<file path="src/hw/sdmra_pkg.sv">
// Shared constants and types for the mode register access block.
package sdmra_pkg;

    localparam int CLK_PERIOD_NS = 10;
    localparam int READ_LATENCY = 3;
    localparam int CA_W = 10;
    localparam int DQ_W = 32;
    localparam int LANES = 4;
    localparam int TIMER_W = 12;

    // Command encodings on CA3..CA0 at the rising edge.
    localparam logic [3:0] CMD_REG_READ = 4'h8;
    localparam logic [3:0] CMD_REG_WRITE = 4'h0;

    // Register addresses.
    localparam logic [7:0] ADDR_CFG_BASE = 8'h01;
    localparam int CFG_COUNT = 3;
    localparam logic [7:0] ADDR_TEMPERATURE_STATUS = 8'h04;
    localparam logic [7:0] ADDR_IMPEDANCE_CAL = 8'h0A;
    localparam logic [7:0] ADDR_CAL_PATTERN_A = 8'h20;
    localparam logic [7:0] ADDR_CAL_PATTERN_B = 8'h28;
    localparam logic [7:0] ADDR_REG_RESET = 8'h3F;

    // Reset values of the writable configuration registers, entry 0 in the low byte.
    localparam logic [23:0] CFG_RESET_VALUES = 24'h000000;

    // Calibration patterns, bit n is the value of beat n.
    localparam logic [3:0] PATTERN_A = 4'h5;
    localparam logic [3:0] PATTERN_B = 4'hC;

    // Impedance calibration command codes.
    localparam logic [7:0] CAL_CODE_INIT = 8'hFF;
    localparam logic [7:0] CAL_CODE_LONG = 8'hAB;
    localparam logic [7:0] CAL_CODE_SHORT = 8'h56;
    localparam logic [7:0] CAL_CODE_RESET = 8'hC3;

    // Operation times and their cycle counts (least times round up).
    localparam int WRITE_PERIOD_CYC = 5;
    localparam int INIT_CAL_NS = 1000;
    localparam int LONG_CAL_NS = 400;
    localparam int SHORT_CAL_NS = 100;
    localparam int DEFAULT_RESET_NS = 50;
    localparam int AUTO_INIT_NS = 1000;
    localparam int INIT_CAL_CYC = (INIT_CAL_NS + CLK_PERIOD_NS - 1) / CLK_PERIOD_NS;
    localparam int LONG_CAL_CYC = (LONG_CAL_NS + CLK_PERIOD_NS - 1) / CLK_PERIOD_NS;
    localparam int SHORT_CAL_CYC = (SHORT_CAL_NS + CLK_PERIOD_NS - 1) / CLK_PERIOD_NS;
    localparam int DEFAULT_RESET_CYC = (DEFAULT_RESET_NS + CLK_PERIOD_NS - 1) / CLK_PERIOD_NS;
    localparam int AUTO_INIT_CYC = (AUTO_INIT_NS + CLK_PERIOD_NS - 1) / CLK_PERIOD_NS;

    // Sensor update interval is a longest time, so it rounds down.
    localparam int SENSOR_UPDATE_MS = 32;
    localparam int SENSOR_UPDATE_CYC = (SENSOR_UPDATE_MS * 1000000) / CLK_PERIOD_NS;
    localparam int SENSOR_CNT_W = 22;

    typedef enum logic [1:0] {
        SDMRA_IDLE = 2'b00,
        SDMRA_WRITE_PERIOD = 2'b01,
        SDMRA_AUTO_INIT = 2'b10,
        SDMRA_CALIBRATE = 2'b11
    } sdmra_state_t;

    typedef enum logic [1:0] {
        SDMRA_CAL_INIT = 2'b00,
        SDMRA_CAL_RESET = 2'b01,
        SDMRA_CAL_LONG = 2'b10,
        SDMRA_CAL_SHORT = 2'b11
    } sdmra_cal_op_t;

endpackage : sdmra_pkg

</file>
<file path="src/hw/sdmra_op_timer.sv">
// Down-counter that times the write, reset and calibration periods.
`timescale 1ns/1ns
`default_nettype none
module sdmra_op_timer
    import sdmra_pkg::*;
(
    input wire logic clk_in,
    input wire logic rst_in,
    input wire logic load_in,
    input wire logic [sdmra_pkg::TIMER_W-1:0] count_in,
    output logic busy_out,
    output logic done_out
);
    import sdmra_pkg::*;

    logic [TIMER_W-1:0] cnt_q;
    logic [TIMER_W-1:0] cnt_d;
    logic busy_d;
    logic done_d;

    always_comb
    begin
        cnt_d = cnt_q;
        busy_d = busy_out;
        done_d = 1'b0;
        if (load_in)
        begin
            cnt_d = count_in;
            busy_d = 1'b1;
        end
        else if (busy_out)
        begin
            if (cnt_q <= TIMER_W'(1))
            begin
                cnt_d = '0;
                busy_d = 1'b0;
                done_d = 1'b1;
            end
            else
            begin
                cnt_d = cnt_q - TIMER_W'(1);
            end
        end
    end

    always_ff @(posedge clk_in or posedge rst_in)
    begin
        if (rst_in)
        begin
            cnt_q <= '0;
            busy_out <= 1'b0;
            done_out <= 1'b0;
        end
        else
        begin
            cnt_q <= cnt_d;
            busy_out <= busy_d;
            done_out <= done_d;
        end
    end

endmodule : sdmra_op_timer
`default_nettype wire

</file>
<file path="src/hw/sdmra_core.sv">
// Mode register read, write, reset and calibration command handling.
//
// Summary of operation
// - Read: select low, CA3..0 = 1000.
// - Register value on low byte, strobes toggle.
// - Read bursts are four beats over two cycles.
// - Other beats and upper lanes undefined.
// - A read one cycle after another cuts the earlier burst to two beats.
// - Temperature status refreshed within interval.
// - Pattern repeated on every lane bit.
// - Pattern A 1010, pattern B 0011.
// - Write: select low, CA3..0 all low.
// - Writes to read-only registers change nothing.
// - Writes rejected while any bank active.
// - Reset write restores defaults, auto-initializes.
// - Calibration register launches four operations.
`timescale 1ns/1ns
`default_nettype none
module sdmra_core
    import sdmra_pkg::*;
#(
    parameter int SENSOR_UPDATE_CYCLES = sdmra_pkg::SENSOR_UPDATE_CYC
)
(
    input wire logic clk_in,
    input wire logic rst_in,
    input wire logic select_n_in,
    input wire logic [sdmra_pkg::CA_W-1:0] ca_rise_in,
    input wire logic [sdmra_pkg::CA_W-1:0] ca_fall_in,
    input wire logic banks_active_in,
    input wire logic [2:0] temp_level_in,
    output logic [sdmra_pkg::DQ_W-1:0] dq_rise_out,
    output logic [sdmra_pkg::DQ_W-1:0] dq_fall_out,
    output logic dq_oe_out,
    output logic [sdmra_pkg::LANES-1:0] dqs_oe_out,
    output sdmra_pkg::sdmra_state_t op_state_out,
    output sdmra_pkg::sdmra_cal_op_t cal_op_out,
    output logic write_reject_out
);
    import sdmra_pkg::*;

    localparam int PIPE = READ_LATENCY - 1;

    // Register value returned by a read of the given address.
    function automatic logic [7:0] reg_value(input logic [7:0] addr,
                                             input logic [8*CFG_COUNT-1:0] cfg,
                                             input logic [2:0] temp);
        logic [7:0] idx;
        idx = addr - ADDR_CFG_BASE;
        reg_value = 8'h00;
        if (addr == ADDR_TEMPERATURE_STATUS)
        begin
            reg_value = {5'h00, temp};
        end
        else if (addr >= ADDR_CFG_BASE && idx < 8'(CFG_COUNT))
        begin
            reg_value = cfg[8*idx +: 8];
        end
    endfunction : reg_value

    // Lane word for one beat of a read burst.
    function automatic logic [DQ_W-1:0] beat_word(input logic [7:0] addr,
                                                  input logic [7:0] value,
                                                  input int beat);
        beat_word = '0;
        if (addr == ADDR_CAL_PATTERN_A)
        begin
            beat_word = {DQ_W{PATTERN_A[beat]}};
        end
        else if (addr == ADDR_CAL_PATTERN_B)
        begin
            beat_word = {DQ_W{PATTERN_B[beat]}};
        end
        else if (beat == 0)
        begin
            beat_word = {24'h000000, value};
        end
    endfunction : beat_word

    sdmra_state_t state_q, state_d;
    sdmra_cal_op_t cal_op_q, cal_op_d;
    logic [8*CFG_COUNT-1:0] cfg_q, cfg_d;
    logic [2:0] temp_q, temp_d;
    logic [SENSOR_CNT_W-1:0] sensor_cnt_q, sensor_cnt_d;
    logic sensor_first_q, sensor_first_d;
    logic reject_d;
    logic [PIPE-1:0] pipe_valid_q, pipe_valid_d;
    logic [7:0] pipe_addr_q [PIPE];
    logic [7:0] pipe_addr_d [PIPE];
    logic [7:0] pipe_data_q [PIPE];
    logic [7:0] pipe_data_d [PIPE];
    logic tail_q, tail_d;
    logic [DQ_W-1:0] tail_rise_q, tail_rise_d, tail_fall_q, tail_fall_d;
    logic [DQ_W-1:0] dq_rise_d, dq_fall_d;
    logic dq_oe_d;
    logic timer_load;
    logic [TIMER_W-1:0] timer_count;
    logic timer_busy;
    logic timer_done;
    logic [7:0] cmd_addr;
    logic [7:0] cmd_data;
    logic is_read;
    logic is_write;
    logic [7:0] cfg_idx;

    assign cmd_addr = {ca_fall_in[1:0], ca_rise_in[9:4]};
    assign cmd_data = ca_fall_in[9:2];
    assign is_read = !select_n_in && ca_rise_in[3:0] == CMD_REG_READ;
    assign is_write = !select_n_in && ca_rise_in[3:0] == CMD_REG_WRITE;
    assign cfg_idx = cmd_addr - ADDR_CFG_BASE;

    sdmra_op_timer u_timer (
        .clk_in(clk_in),
        .rst_in(rst_in),
        .load_in(timer_load),
        .count_in(timer_count),
        .busy_out(timer_busy),
        .done_out(timer_done)
    );

    // Command decode and the write, reset and calibration sequencing.
    always_comb
    begin
        state_d = state_q;
        cal_op_d = cal_op_q;
        cfg_d = cfg_q;
        reject_d = 1'b0;
        timer_load = 1'b0;
        timer_count = TIMER_W'(WRITE_PERIOD_CYC);
        if (state_q != SDMRA_IDLE)
        begin
            if (timer_done && !timer_busy)
            begin
                state_d = SDMRA_IDLE;
            end
        end
        else if (is_write)
        begin
            if (banks_active_in)
            begin
                reject_d = 1'b1;
            end
            else if (cmd_addr == ADDR_REG_RESET)
            begin
                cfg_d = CFG_RESET_VALUES;
                state_d = SDMRA_AUTO_INIT;
                timer_load = 1'b1;
                timer_count = TIMER_W'(AUTO_INIT_CYC);
            end
            else if (cmd_addr == ADDR_IMPEDANCE_CAL)
            begin
                timer_load = 1'b1;
                state_d = SDMRA_CALIBRATE;
                case (cmd_data)
                    CAL_CODE_INIT:
                    begin
                        cal_op_d = SDMRA_CAL_INIT;
                        timer_count = TIMER_W'(INIT_CAL_CYC);
                    end
                    CAL_CODE_RESET:
                    begin
                        cal_op_d = SDMRA_CAL_RESET;
                        timer_count = TIMER_W'(DEFAULT_RESET_CYC);
                    end
                    CAL_CODE_LONG:
                    begin
                        cal_op_d = SDMRA_CAL_LONG;
                        timer_count = TIMER_W'(LONG_CAL_CYC);
                    end
                    CAL_CODE_SHORT:
                    begin
                        cal_op_d = SDMRA_CAL_SHORT;
                        timer_count = TIMER_W'(SHORT_CAL_CYC);
                    end
                    default:
                    begin
                        state_d = SDMRA_WRITE_PERIOD;
                    end
                endcase
            end
            else
            begin
                timer_load = 1'b1;
                state_d = SDMRA_WRITE_PERIOD;
                // Read-only and unmapped addresses only run the write period.
                if (cmd_addr >= ADDR_CFG_BASE && cfg_idx < 8'(CFG_COUNT))
                begin
                    cfg_d[8*cfg_idx +: 8] = cmd_data;
                end
            end
        end
    end

    // Temperature status sampling on a fixed update interval.
    always_comb
    begin
        temp_d = temp_q;
        sensor_first_d = 1'b0;
        sensor_cnt_d = sensor_cnt_q - SENSOR_CNT_W'(1);
        if (sensor_first_q || sensor_cnt_q == '0)
        begin
            temp_d = temp_level_in;
            sensor_cnt_d = SENSOR_CNT_W'(SENSOR_UPDATE_CYCLES - 1);
        end
    end

    // Read latency pipeline and the two-cycle, four-beat output burst.
    always_comb
    begin
        pipe_valid_d = {pipe_valid_q[PIPE-2:0], 1'b0};
        pipe_addr_d[0] = cmd_addr;
        pipe_data_d[0] = reg_value(cmd_addr, cfg_q, temp_q);
        for (int i = 1; i < PIPE; i++)
        begin
            pipe_addr_d[i] = pipe_addr_q[i-1];
            pipe_data_d[i] = pipe_data_q[i-1];
        end
        // Reads are served in any bank state but not during reset or calibration.
        pipe_valid_d[0] = is_read && state_q != SDMRA_AUTO_INIT
                          && state_q != SDMRA_CALIBRATE;
        tail_d = 1'b0;
        tail_rise_d = '0;
        tail_fall_d = '0;
        dq_rise_d = '0;
        dq_fall_d = '0;
        dq_oe_d = 1'b0;
        if (pipe_valid_q[PIPE-1])
        begin
            dq_oe_d = 1'b1;
            dq_rise_d = beat_word(pipe_addr_q[PIPE-1], pipe_data_q[PIPE-1], 0);
            dq_fall_d = beat_word(pipe_addr_q[PIPE-1], pipe_data_q[PIPE-1], 1);
            tail_d = 1'b1;
            tail_rise_d = beat_word(pipe_addr_q[PIPE-1], pipe_data_q[PIPE-1], 2);
            tail_fall_d = beat_word(pipe_addr_q[PIPE-1], pipe_data_q[PIPE-1], 3);
        end
        else if (tail_q)
        begin
            dq_oe_d = 1'b1;
            dq_rise_d = tail_rise_q;
            dq_fall_d = tail_fall_q;
        end
    end

    always_ff @(posedge clk_in or posedge rst_in)
    begin
        if (rst_in)
        begin
            state_q <= SDMRA_IDLE;
            cal_op_q <= SDMRA_CAL_INIT;
            cfg_q <= CFG_RESET_VALUES;
            write_reject_out <= 1'b0;
            temp_q <= 3'h0;
            sensor_cnt_q <= '0;
            sensor_first_q <= 1'b1;
            pipe_valid_q <= '0;
            for (int i = 0; i < PIPE; i++)
            begin
                pipe_addr_q[i] <= 8'h00;
                pipe_data_q[i] <= 8'h00;
            end
            tail_q <= 1'b0;
            tail_rise_q <= '0;
            tail_fall_q <= '0;
            dq_rise_out <= '0;
            dq_fall_out <= '0;
            dq_oe_out <= 1'b0;
            dqs_oe_out <= '0;
            op_state_out <= SDMRA_IDLE;
            cal_op_out <= SDMRA_CAL_INIT;
        end
        else
        begin
            state_q <= state_d;
            cal_op_q <= cal_op_d;
            cfg_q <= cfg_d;
            write_reject_out <= reject_d;
            temp_q <= temp_d;
            sensor_cnt_q <= sensor_cnt_d;
            sensor_first_q <= sensor_first_d;
            pipe_valid_q <= pipe_valid_d;
            pipe_addr_q <= pipe_addr_d;
            pipe_data_q <= pipe_data_d;
            tail_q <= tail_d;
            tail_rise_q <= tail_rise_d;
            tail_fall_q <= tail_fall_d;
            dq_rise_out <= dq_rise_d;
            dq_fall_out <= dq_fall_d;
            dq_oe_out <= dq_oe_d;
            dqs_oe_out <= {LANES{dq_oe_d}};
            op_state_out <= state_d;
            cal_op_out <= cal_op_d;
        end
    end

endmodule : sdmra_core
`default_nettype wire

</file>
<file path="config.mk">
export PLATFORM = sky130hd
export DESIGN_NAME = sdmra_core
export DESIGN_NICKNAME = d
export VERILOG_FILES = /design/src/hw/sdmra_pkg.sv /design/src/hw/sdmra_op_timer.sv /design/src/hw/sdmra_core.sv
export SDC_FILE = /design/constraint.sdc
export NUM_CORES = 1
export LEC_CHECK = 0
export BUFFER_PORTS_ARGS = -buffer_cell sky130_fd_sc_hd__buf_2
export CAP_MARGIN = 20
export CORE_ASPECT_RATIO = 2
export CORE_MARGIN = 2
export CORE_UTILIZATION = 55
export CTS_CLUSTER_SIZE = 8
export DETAILED_ROUTE_END_ITERATION = 6
export MAX_ROUTING_LAYER = met4
export PLACE_DENSITY = 0.79
export SLEW_MARGIN = 0
export SYNTH_ARGS = -nofsm -noshare
export SYNTH_HDL_FRONTEND = slang
export SYNTH_HIERARCHICAL = 1
export SYNTH_SLANG_ARGS = --single-unit
export TNS_END_PERCENT = 10
</file>
<file path="constraint.sdc">
create_clock -name clk_in -period 4.9 [get_ports clk_in]
set_input_delay 0.98 -clock clk_in [delete_from_list [all_inputs] [get_ports clk_in]]
set_output_delay 0.98 -clock clk_in [all_outputs]
set_load 0.02 [all_outputs]
</file>
==> impl_metrics.tcl <==
set metrics [dict create \
    status "complete, no violations" \
    grt_pass1_vias 4289 \
    ys_seq_area_share_pct 50.90 \
    min_from "pipe_addr_d[2]" \
    crit_buf_inv 2 \
    fmax_ghz 0.2390 \
    via_per_inst 5.710 \
    hold_class "reg -> reg" \
    dp_cells 717 \
    holdBufCountCts 0 \
    drt_pass1_iterations 5 \
    dp_hpwl_um 9011 \
    grt_max_degree 72 \
    crit_path_frequent_cell "ha_1" \
    synth.cell_area_um2 5754 \
    critical_path_class "in -> reg" \
    synth_top_area_share_pct 50.45 \
    yosysWarnings 6 \
    timing.max_cap.violations 0 \
    leakagePower_nw 3.201 \
    synth_area_per_cell_um2 10.56 \
    io_pins 101 \
    nets 638 \
    power_density_nw_per_um2 383.6 \
    core_area_um2 10150 \
    path_cells "buf_2, inv_1, ha_1, o21bai_1, a211oi_1, o31ai_1, nor2_1, ha_1, nand4b_1, nor4b_1, o2111ai_2, o31a_1, a22o_1" \
    cp_slowest_stage_delay_ns 0.53 \
    cts_tree "yes" \
    crit_required_ns 5.20 \
    post_cts_buffers 0 \
    final_core_util_pct 65.25 \
    cts_made_buffers 17 \
    wirelength_um 12170 \
    grt_pass1_wl_um 20000 \
    rsz0062_at_grt "false" \
    synth_edf_count 0 \
    slew_viol_final 0 \
    cts.clk_slew.worst_paths_ns 0.05 \
    vdd_drop_max_mv 0.3771 \
    cp_data_arrival_time_ns 4.48 \
    critPathTopFamily "compound AO/OA/AOI/OAI gates" \
    setup_viol 0 \
    syn_inst 545 \
    area_growth_pct 15.09 \
    ant_nets 0 \
    fin_crit_ns 4.184 \
    synth.distinct_cells 68 \
    grt-ovfl-total 0 \
    clk_latency_ns 0.41 \
    rrSetupSlack_ns 2.39 \
    cp-startpoint "ca_rise_in[4]" \
    fp-row-count 52 \
    antenna_found_initial 0 \
    critPathLaunchType "primary input" \
    synth_seq_cells 117 \
    hold_viol_final 0 \
    final_layout_size_suffix_gt1_share_pct 26.22 \
    h-tree-depth 4 \
    drt_iter0_drc 222 \
    final_cells 749 \
    relSlewSlack_pct 40.12 \
    tightest_slew_ns 0.8940 \
    cts_root_buffer "clkbuf_16" \
    cts_resized 0 \
    track_usage_pct 23.29 \
    globalplace.congestion 0.8893 \
    ys.flop_type "dfrtp_1" \
    setup-tns-final_ns 0 \
    end_kind "flop" \
    die_h_um 148.7 \
    cts_sinks 117 \
    diodes 0 \
    cts_buffer_depth 2 \
    r2r_start "sensor_cnt_q[8]" \
    die-area_um2 11350 \
    synth_area_leaders "dfrtp_1, buf_4, a22o_1, nand2_1, nor2_1" \
    cp_slowest_cell "nor4b_1" \
    io_buffers 100 \
    ys_async_sr_fraction_pct 100.0 \
    vias 4277 \
    drt_drc_violations_left 0 \
    die_w_um 76.33 \
    fin_skew_ns 0.005554 \
    period_share_pct 85.38 \
    wl_per_cell_um 16.25 \
    critPathMaxFanout 8 \
    initial_utilization_pct 56.69 \
    synth_largest_area_cell "dfrtp_1" \
]
## per-stage QoR
step                cell area, µm²  setup slack, ns  hold WS [ns]  total power [mW]
floorplan                     5777           0.3054        0.3312             1.192
global placement              5993           0.5109        0.3323             1.244
detailed placement            5993           0.3661        0.3356             1.252
CTS                           6623           0.7936        0.3504             2.556
global route                  6623           0.4783        0.3608             2.629
finish                        6623           0.7164        0.3493             2.541
## Yosys cell counts (7+ instances only)
master,count
dfrtp_1,116
buf_4,58
nand2_1,48
nor2_1,37
a22o_1,25
inv_1,16
nor3_1,16
clkbuf_1,13
o21ai_0,13
nand3_1,12
nor4_1,12
a22oi_1,11
a21oi_1,10
ha_1,10
xnor2_1,10
a21o_1,9
o31ai_1,9
mux2_2,8
nand4_1,8
and3_1,7
or3_1,7
xor2_1,7
## worst reg2reg max path: cells and delay by family, from the launching register on
| family | cells | cell delay (ns) |
|---|---|---|
| AO/OA/AOI/OAI | 1 | 0.15 |
| flip-flops | 1 | 0.42 |
| AND/OR/NAND/NOR | 5 | 1.86 |
## logic make-up after synthesis
kind of cell,count (synthesis),share of synthesized area [%]
and+or+nand+nor,194,18.26
DFF,117,50.90
AOI/OAI and AO/OA,109,14.81
buffers and inverters,89,9.633
xor gates and xnor gates,17,2.587
adders and majority gates,10,2.174
muxes,8,1.566
other,1,0.06517
## layout by cell type, fill, tap and decap left out, types with 8 or more instances in the layout
cell       Yosys  layout
o31ai_1        9       9
dfrtp_1      116     116
nor4_1        12      12
xnor2_1       10      10
a21oi_1       10      10
a21o_1         9       9
buf_2          2     100
ha_1          10      10
inv_1         16      15
a22oi_1       11      11
a22o_1        25      25
nand4_1        8       8
nor3_1        16      16
o21ai_0       13      13
nand3_1       12      12
clkbuf_16      0      17
nand2_1       48      48
mux2_2         8       8
nor2_1        37      37
## final timing paths
check,cells after the start,to
worst max-delay path,13,cfg_q[16]
min in group asynchronous,2,u_timer/cnt_q[3]
worst max register to register,6,sensor_cnt_q[18]
worst min register to register,0,pipe_addr_q[2]
worst min-delay path,0,pipe_addr_q[2]
max in group asynchronous,3,sensor_first_q
## layer usage
| metal | part of all wire, % | up-vias | global-route usage (%) |
|---|---|---|---|
| li1 | - | 2016 | - |
| met1 | 35 | 2084 | 21.46 |
| met2 | 56 | 146 | 43.01 |
| met3 | 4.2 | 31 | 4.672 |
| met4 | 4.1 | 0 | 14.73 |
| met5 | 0 | - | - |
## where the power goes
part	internal, mW	switching [mW]	total [mW]
Clock	0.851	0.452	1.30
Sequential	1.01	0.0446	1.05
Combinational	0.0718	0.114	0.185
## flip-flops by register name (all words and copies together) (netlist names), 2 cells and up
| register | flops |
|---|---|
| pipe_valid_q | 2 |
| pipe_data_d | 8 |
| sensor_cnt_q | 22 |
| cfg_q | 24 |
| cal_op_q | 2 |
| temp_q | 3 |
| u_timer/cnt_q | 12 |
| pipe_addr_d | 8 |
| state_q | 2 |
| pipe_data_q | 8 |
| dq_rise_out | 9 |
| pipe_addr_q | 8 |
## cell type report
cell class                      count  area (µm²)
Timing Repair Buffer              104       530.5
Clock inverter                     15       203.9
Multi-Input combinational cell    345        2302
Fill cell                         804        3527
Sequential cell                   117        2929
Inverter                           16       62.56
Clock buffer                       17       425.4
Tap cell                          135       168.9
Power figures use the tool's default switching activity.
